## src/shared/osr_defs.svh

```systemverilog
`ifndef OSR_DEFS_SVH
`define OSR_DEFS_SVH
// register byte addresses
`define OSR_ADDR_SELECT 12'h000
`define OSR_ADDR_ACTIVE 12'h004
`define OSR_ADDR_CTRL 12'h008
`define OSR_ADDR_STATUS 12'h00c
// field positions inside the selection word
`define OSR_POS_DONE 0
`define OSR_POS_MATCH 4
`define OSR_POS_ROT 8
`define OSR_POS_READY 12
`define OSR_FIELD_W 4
// reset values
`define OSR_SELECT_RST 16'h0000
// control bits
`define OSR_CTRL_RESTART 0
// field codes
`define OSR_CODE_OFF 4'h0
`define OSR_CODE_PAIR1 4'h1
`define OSR_CODE_PAIR2 4'h2
`define OSR_CODE_RSV_LO 4'h3
`define OSR_CODE_RSV_HI 4'h6
`endif

```

## src/shared/osr_pkg.sv

```systemverilog
package osr_pkg;
   typedef enum logic [1:0] {
      OSR_ROUTE_OFF = 2'b00,
      OSR_ROUTE_PAIR1 = 2'b01,
      OSR_ROUTE_PAIR2 = 2'b10,
      OSR_ROUTE_RSV = 2'b11
   } osr_route_t;
endpackage

```

## src/hdl/osr_field_route.sv

```systemverilog
`timescale 1ns/100ps
`include "osr_defs.svh"
// routes one status signal of both axes onto the selected terminal pair
module osr_field_route
   import osr_pkg::*;
(
   input wire logic [3:0] fieldCode,
   input wire logic statusA,
   input wire logic statusB,
   output osr_pkg::osr_route_t route,
   output logic [1:0] pairA,
   output logic [1:0] pairB
);
   import osr_pkg::*;

   // decode of the field value, reserved codes drive nothing
   function automatic osr_route_t decode(input logic [3:0] code);
      if (code == `OSR_CODE_OFF)
         decode = OSR_ROUTE_OFF;
      else if (code == `OSR_CODE_PAIR1)
         decode = OSR_ROUTE_PAIR1;
      else if (code == `OSR_CODE_PAIR2)
         decode = OSR_ROUTE_PAIR2;
      else
         decode = OSR_ROUTE_RSV;
   endfunction

   // bit 0 is the first pair, bit 1 the alternate pair
   assign route = decode(fieldCode);
   assign pairA = {route == OSR_ROUTE_PAIR2 && statusA, route == OSR_ROUTE_PAIR1 && statusA};
   assign pairB = {route == OSR_ROUTE_PAIR2 && statusB, route == OSR_ROUTE_PAIR1 && statusB};
endmodule

```

## src/hdl/osr_output_routing.sv

```systemverilog
// Local design decisions: the APB slave port and the address map.
`timescale 1ns/100ps
`include "osr_defs.svh"
// Contract
// - done field zero drives no terminal; codes three to six are reserved, drive nothing.
// - code one uses first pairs per axis, code two the alternate pairs.
// - match, rotation and ready fields decode exactly like the done field.
// - done routing is bits 3:0, speed match routing bits 7:4.
// - ready routing is bits 15:12, rotation routing bits 11:8.
module osr_output_routing
   import osr_pkg::*;
(
   input wire logic mclk,
   input wire logic rst_n,
   input wire logic psel,
   input wire logic penable,
   input wire logic pwrite,
   input wire logic [11:0] paddr,
   input wire logic [31:0] pwdata,
   output logic [31:0] prdata,
   output logic pready,
   output logic pslverr,
   input wire logic [1:0] positioningDone,
   input wire logic [1:0] speedMatch,
   input wire logic [1:0] rotationDetect,
   input wire logic [1:0] readyToRun,
   output logic [3:0] positioning_done_out,
   output logic [3:0] speed_match_out,
   output logic [3:0] rotation_detect_out,
   output logic [3:0] ready_out,
   output logic cfgReserved
);
   import osr_pkg::*;

   logic rstSync1_reg;
   logic rstSync2_reg;
   logic rstN;
   logic [15:0] select_reg;
   logic [15:0] active_reg;
   logic restart_reg;
   logic [31:0] prdata_reg;
   logic pready_reg;
   logic pslverr_reg;
   logic [3:0] doneOut_reg;
   logic [3:0] matchOut_reg;
   logic [3:0] rotOut_reg;
   logic [3:0] readyOut_reg;
   logic cfgReserved_reg;

   // reset release through two flip-flops
   always_ff @(posedge mclk or negedge rst_n)
   begin
      if (!rst_n)
      begin
         rstSync1_reg <= 1'b0;
         rstSync2_reg <= 1'b0;
      end
      else
      begin
         rstSync1_reg <= 1'b1;
         rstSync2_reg <= rstSync1_reg;
      end
   end
   assign rstN = rstSync2_reg;

   // bus decode
   wire setup = psel && !penable;
   wire access = psel && penable;
   wire hitSelect = paddr == `OSR_ADDR_SELECT;
   wire hitActive = paddr == `OSR_ADDR_ACTIVE;
   wire hitCtrl = paddr == `OSR_ADDR_CTRL;
   wire hitStatus = paddr == `OSR_ADDR_STATUS;
   wire mapped = hitSelect || hitActive || hitCtrl || hitStatus;
   wire wrSelect = access && pwrite && hitSelect && pready_reg;
   wire wrRestart = access && pwrite && hitCtrl && pready_reg && pwdata[`OSR_CTRL_RESTART];

   // routes decoded from the active (latched) word
   osr_route_t routeDone;
   osr_route_t routeMatch;
   osr_route_t routeRot;
   osr_route_t routeReady;
   logic [1:0] doneA;
   logic [1:0] doneB;
   logic [1:0] matchA;
   logic [1:0] matchB;
   logic [1:0] rotA;
   logic [1:0] rotB;
   logic [1:0] readyA;
   logic [1:0] readyB;

   // field slicing of the active word
   osr_field_route uDone (
      .fieldCode(active_reg[`OSR_POS_DONE +: `OSR_FIELD_W]),
      .statusA(positioningDone[0]),
      .statusB(positioningDone[1]),
      .route(routeDone),
      .pairA(doneA),
      .pairB(doneB)
   );
   osr_field_route uMatch (
      .fieldCode(active_reg[`OSR_POS_MATCH +: `OSR_FIELD_W]),
      .statusA(speedMatch[0]),
      .statusB(speedMatch[1]),
      .route(routeMatch),
      .pairA(matchA),
      .pairB(matchB)
   );
   osr_field_route uRot (
      .fieldCode(active_reg[`OSR_POS_ROT +: `OSR_FIELD_W]),
      .statusA(rotationDetect[0]),
      .statusB(rotationDetect[1]),
      .route(routeRot),
      .pairA(rotA),
      .pairB(rotB)
   );
   osr_field_route uReady (
      .fieldCode(active_reg[`OSR_POS_READY +: `OSR_FIELD_W]),
      .statusA(readyToRun[0]),
      .statusB(readyToRun[1]),
      .route(routeReady),
      .pairA(readyA),
      .pairB(readyB)
   );

   // terminal order: {axisB alt, axisA alt, axisB first, axisA first}
   wire [3:0] doneNext = {doneB[1], doneA[1], doneB[0], doneA[0]};
   wire [3:0] matchNext = {matchB[1], matchA[1], matchB[0], matchA[0]};
   wire [3:0] rotNext = {rotB[1], rotA[1], rotB[0], rotA[0]};
   wire [3:0] readyNext = {readyB[1], readyA[1], readyB[0], readyA[0]};
   wire reservedNext = (routeDone == OSR_ROUTE_RSV) || (routeMatch == OSR_ROUTE_RSV)
      || (routeRot == OSR_ROUTE_RSV) || (routeReady == OSR_ROUTE_RSV);

   // read mux
   wire [31:0] rdNext = hitSelect ? {16'h0000, select_reg} :
      hitActive ? {16'h0000, active_reg} :
      hitStatus ? {31'h00000000, cfgReserved_reg} : 32'h00000000;

   // stored selection word
   always_ff @(posedge mclk or negedge rstN)
   begin
      if (!rstN)
         select_reg <= `OSR_SELECT_RST;
      else if (wrSelect)
         select_reg <= pwdata[15:0];
   end

   // active word copied only on restart and in the first cycle after reset release
   always_ff @(posedge mclk or negedge rstN)
   begin
      if (!rstN)
         restart_reg <= 1'b1;
      else
         restart_reg <= wrRestart;
   end
   always_ff @(posedge mclk or negedge rstN)
   begin
      if (!rstN)
         active_reg <= `OSR_SELECT_RST;
      else if (restart_reg)
         active_reg <= select_reg;
   end

   // bus answer, no wait state
   always_ff @(posedge mclk or negedge rstN)
   begin
      if (!rstN)
      begin
         pready_reg <= 1'b0;
         pslverr_reg <= 1'b0;
         prdata_reg <= 32'h00000000;
      end
      else
      begin
         pready_reg <= setup;
         pslverr_reg <= setup && !mapped;
         prdata_reg <= (setup && !pwrite) ? rdNext : 32'h00000000;
      end
   end

   // registered terminal outputs
   always_ff @(posedge mclk or negedge rstN)
   begin
      if (!rstN)
      begin
         doneOut_reg <= 4'h0;
         matchOut_reg <= 4'h0;
         rotOut_reg <= 4'h0;
         readyOut_reg <= 4'h0;
         cfgReserved_reg <= 1'b0;
      end
      else
      begin
         doneOut_reg <= doneNext;
         matchOut_reg <= matchNext;
         rotOut_reg <= rotNext;
         readyOut_reg <= readyNext;
         cfgReserved_reg <= reservedNext;
      end
   end

   assign prdata = prdata_reg;
   assign pready = pready_reg;
   assign pslverr = pslverr_reg;
   assign positioning_done_out = doneOut_reg;
   assign speed_match_out = matchOut_reg;
   assign rotation_detect_out = rotOut_reg;
   assign ready_out = readyOut_reg;
   assign cfgReserved = cfgReserved_reg;
endmodule

```

## config.mk

```make
export PLATFORM = sky130hd
export DESIGN_NAME = osr_output_routing
export DESIGN_NICKNAME = d
export VERILOG_FILES = /design/src/shared/osr_pkg.sv /design/src/hdl/osr_field_route.sv /design/src/hdl/osr_output_routing.sv
export VERILOG_INCLUDE_DIRS = /design/src /design/src/shared
export SDC_FILE = /design/constraint.sdc
export NUM_CORES = 1
export LEC_CHECK = 0
export BUFFER_PORTS_ARGS = -buffer_cell sky130_fd_sc_hd__buf_2
export CORE_MARGIN = 1
export CORE_UTILIZATION = 35
export DETAILED_ROUTE_END_ITERATION = 6
export PLACE_DENSITY_LB_ADDON = 0.3
export SYNTH_ARGS = -nofsm -noshare
export SYNTH_HDL_FRONTEND = slang
export SYNTH_SLANG_ARGS = --single-unit
```

## constraint.sdc

```tcl
create_clock -name mclk -period 2.1 [get_ports mclk]
set_input_delay 0.21 -clock mclk [delete_from_list [all_inputs] [get_ports mclk]]
set_output_delay 0.21 -clock mclk [all_outputs]
set_load 0.05 [all_outputs]
```

==> out/qor.yml <==
outcome:
  status: "complete, no violations"
cts:
  clk-insertion-delay-late_ns: 0.33
  tritoncts: "yes"
  numCtsBuffers: 9
  post-cts-setup-buffers: 0
  clkTransAtPathRegs_ns: 0.07
  cts_max_level: 3
  cts_root_buf: "clkbuf_8"
  cts_sinks: 70
  cts.path.max_buffers: 2
  cts_resized: 0
  hold_buffers: 1
floorplan:
  fp.dieW_um: 92.5
  ioPinCount: 108
  start_util_pct: 36.7
  die_h_um: 92.5
  core.rowCount: 32
  die_area_um2: 8550
  core_um2: 7810
layout:
  drive_gt1_share_pct: 44.9
  synthToLayoutAreaGrowth_pct: 23.6
  instances_no_fill: 398
  antenna_cells: 0
  final_common_cell: "buf_2"
  final_cell_mix: "buf_2, dfrtp_1, nor2_1"
  fin_util_pct: 45.4
  nets: 348
setup_path:
  critPathKind: "input pin to flip-flop"
  reg2reg_depth: 3
  path_cells: "buf_2 -> or4_4 -> or2_1 -> or4_4 -> mux2_4"
  crit_arrival_ns: 2.06
  crit_fanout: 16
  slowest_stage: "or4_4"
  max_stage_delay_ns: 0.66
  path_buf_inv: 1
  end_kind: "flip-flop"
  start_kind: "input pin"
  cpMostUsedCell: "or4_4"
  crit_family: "simple AND/OR/NAND/NOR gates"
  path_depth: 5
  critPathRequiredTime_ns: 2.32
  reg2reg_setup_slack_ns: 0.57
sta:
  timing.final.crit_share_pct: 88.0
  fin_ws_ns: 0.252
  timing.fmax_mhz: 541
  fin_crit_ns: 1.85
  rsz0062_at_grt: "no"
  setup_violations: 0
  finClkSkew_ns: 0.00709
  slew_viol_final: 0
  hold_viol: 0
power_and_ir_drop:
  power_density_nw_per_um2: 797
  power.total_mw: 2.82
  ir_drop_v: 0.000401
  p_leak_nw: 1.98
synthesis:
  ys_types: 28
  yosysWarnings: 0
  avgSynthCellArea_um2: 13.6
  syn_area_um2: 2860
  netlist_instances: 210
  yosys_register_bits: 70
  ys_seq_area_share_pct: 61.2
routing:
  via_per_inst: 4.43
  wl_per_cell_um: 12.9
  drt_pass1_iterations: 4
  drt_wl_total_um: 5140
  drtAntennaViolNets: 0
  drt_iter0_drc: 59
  dr_total_vias: 1765
  drc: 0
grt:
  grt_max_degree: 69
  grt_overflow: 0
  grt_pass1_vias: 1742
  antenna_found_initial: 0
  grt_pass1_wl_um: 8430
  grt_usage_pct: 13.1
hold_path:
  worst_hold_path_type: "input pin to flip-flop"
  hold_depth: 2
placed_design:
  dpl.hpwl_um: 3530
  dp_slack_ns: -0.100
  dp.cells: 381
  gp_congestion: 0.744
  port_buffers: 75
run:
  maxCapViolCount: 0
[final cells by class]
| type | instances | area [µm²] |
|---|---|---|
| Timing Repair Buffer | 79 | 420 |
| Tap cell | 102 | 128 |
| Clock inverter | 6 | 109 |
| Clock buffer | 10 | 138 |
| Inverter | 1 | 3.75 |
| Sequential cell | 70 | 1750 |
| Fill cell | 729 | 4270 |
| Multi-Input combinational cell | 130 | 988 |
[power by group]
part           switching [mW]  internal, mW
Clock                   0.486         0.819
Sequential            0.00178          1.35
Combinational           0.121        0.0433
[per-layer routing]
metal | track usage [%] | wire (µm)
met5 | 0 | 0
met4 | 6.64 | 106
met3 | 3.45 | 273
met2 | 19.4 | 2310
met1 | 17.6 | 2450
[stage by stage]
stage          hold WS, ns  area, µm²  TNS, ns
6_report            0.0915       3540        0
5_1_grt             0.0878       3540        0
4_1_cts             0.0747       3540        0
3_5_place_dp     -0.000545       3280    -1.43
3_3_place_gp      -0.00138       3280    -1.30
2_1_floorplan      -0.0856       2920   -0.179
[kinds of logic after synthesis]
family | after synthesis | synth area share [%]
muxes | 48 | 19.5
and+or+nand+nor | 63 | 12.2
other | 2 | 0.262
buffers and inverters | 25 | 6.25
AOI/OAI and AO/OA | 2 | 0.524
DFF | 70 | 61.2
[worst paths after layout]
| kind | to | startpoint |
|---|---|---|
| max | select_reg[10] | paddr[7] |
| max in group asynchronous | restart_reg | rstN |
| min reg2reg | ready_out[2] | rstN |
| max reg2reg | select_reg[10] | pready |
| min in group asynchronous | rstSync1_reg | rst_n |
| min | ready_out[1] | readyToRun[1] |
[cells in the mapped netlist]
| master | instances | area [µm²] |
|---|---|---|
| a22oi_1 | 2 | 15.0 |
| and2_1 | 4 | 25.0 |
| and3_1 | 12 | 75.1 |
| and4_1 | 2 | 17.5 |
| buf_1 | 1 | 3.75 |
| buf_12 | 1 | 20.0 |
| buf_2 | 1 | 5.00 |
| buf_4 | 16 | 120 |
| buf_6 | 1 | 11.3 |
| clkbuf_1 | 4 | 15.0 |
| conb_1 | 2 | 7.51 |
| dfrtp_1 | 69 | 1730 |
| dfstp_2 | 1 | 26.3 |
| inv_1 | 1 | 3.75 |
| mux2_2 | 23 | 259 |
| mux2_4 | 10 | 150 |
| mux2i_1 | 15 | 150 |
| nand2_1 | 3 | 11.3 |
| nand2b_1 | 1 | 6.26 |
| nand4_1 | 2 | 12.5 |
| nor2_1 | 24 | 90.1 |
| nor2b_1 | 6 | 37.5 |
| nor3_1 | 1 | 5.00 |
| nor4_1 | 1 | 6.26 |
| nor4b_1 | 2 | 17.5 |
| or2_1 | 1 | 6.26 |
| or4_2 | 2 | 17.5 |
| or4_4 | 2 | 22.5 |
Power figures use the tool's default switching activity.
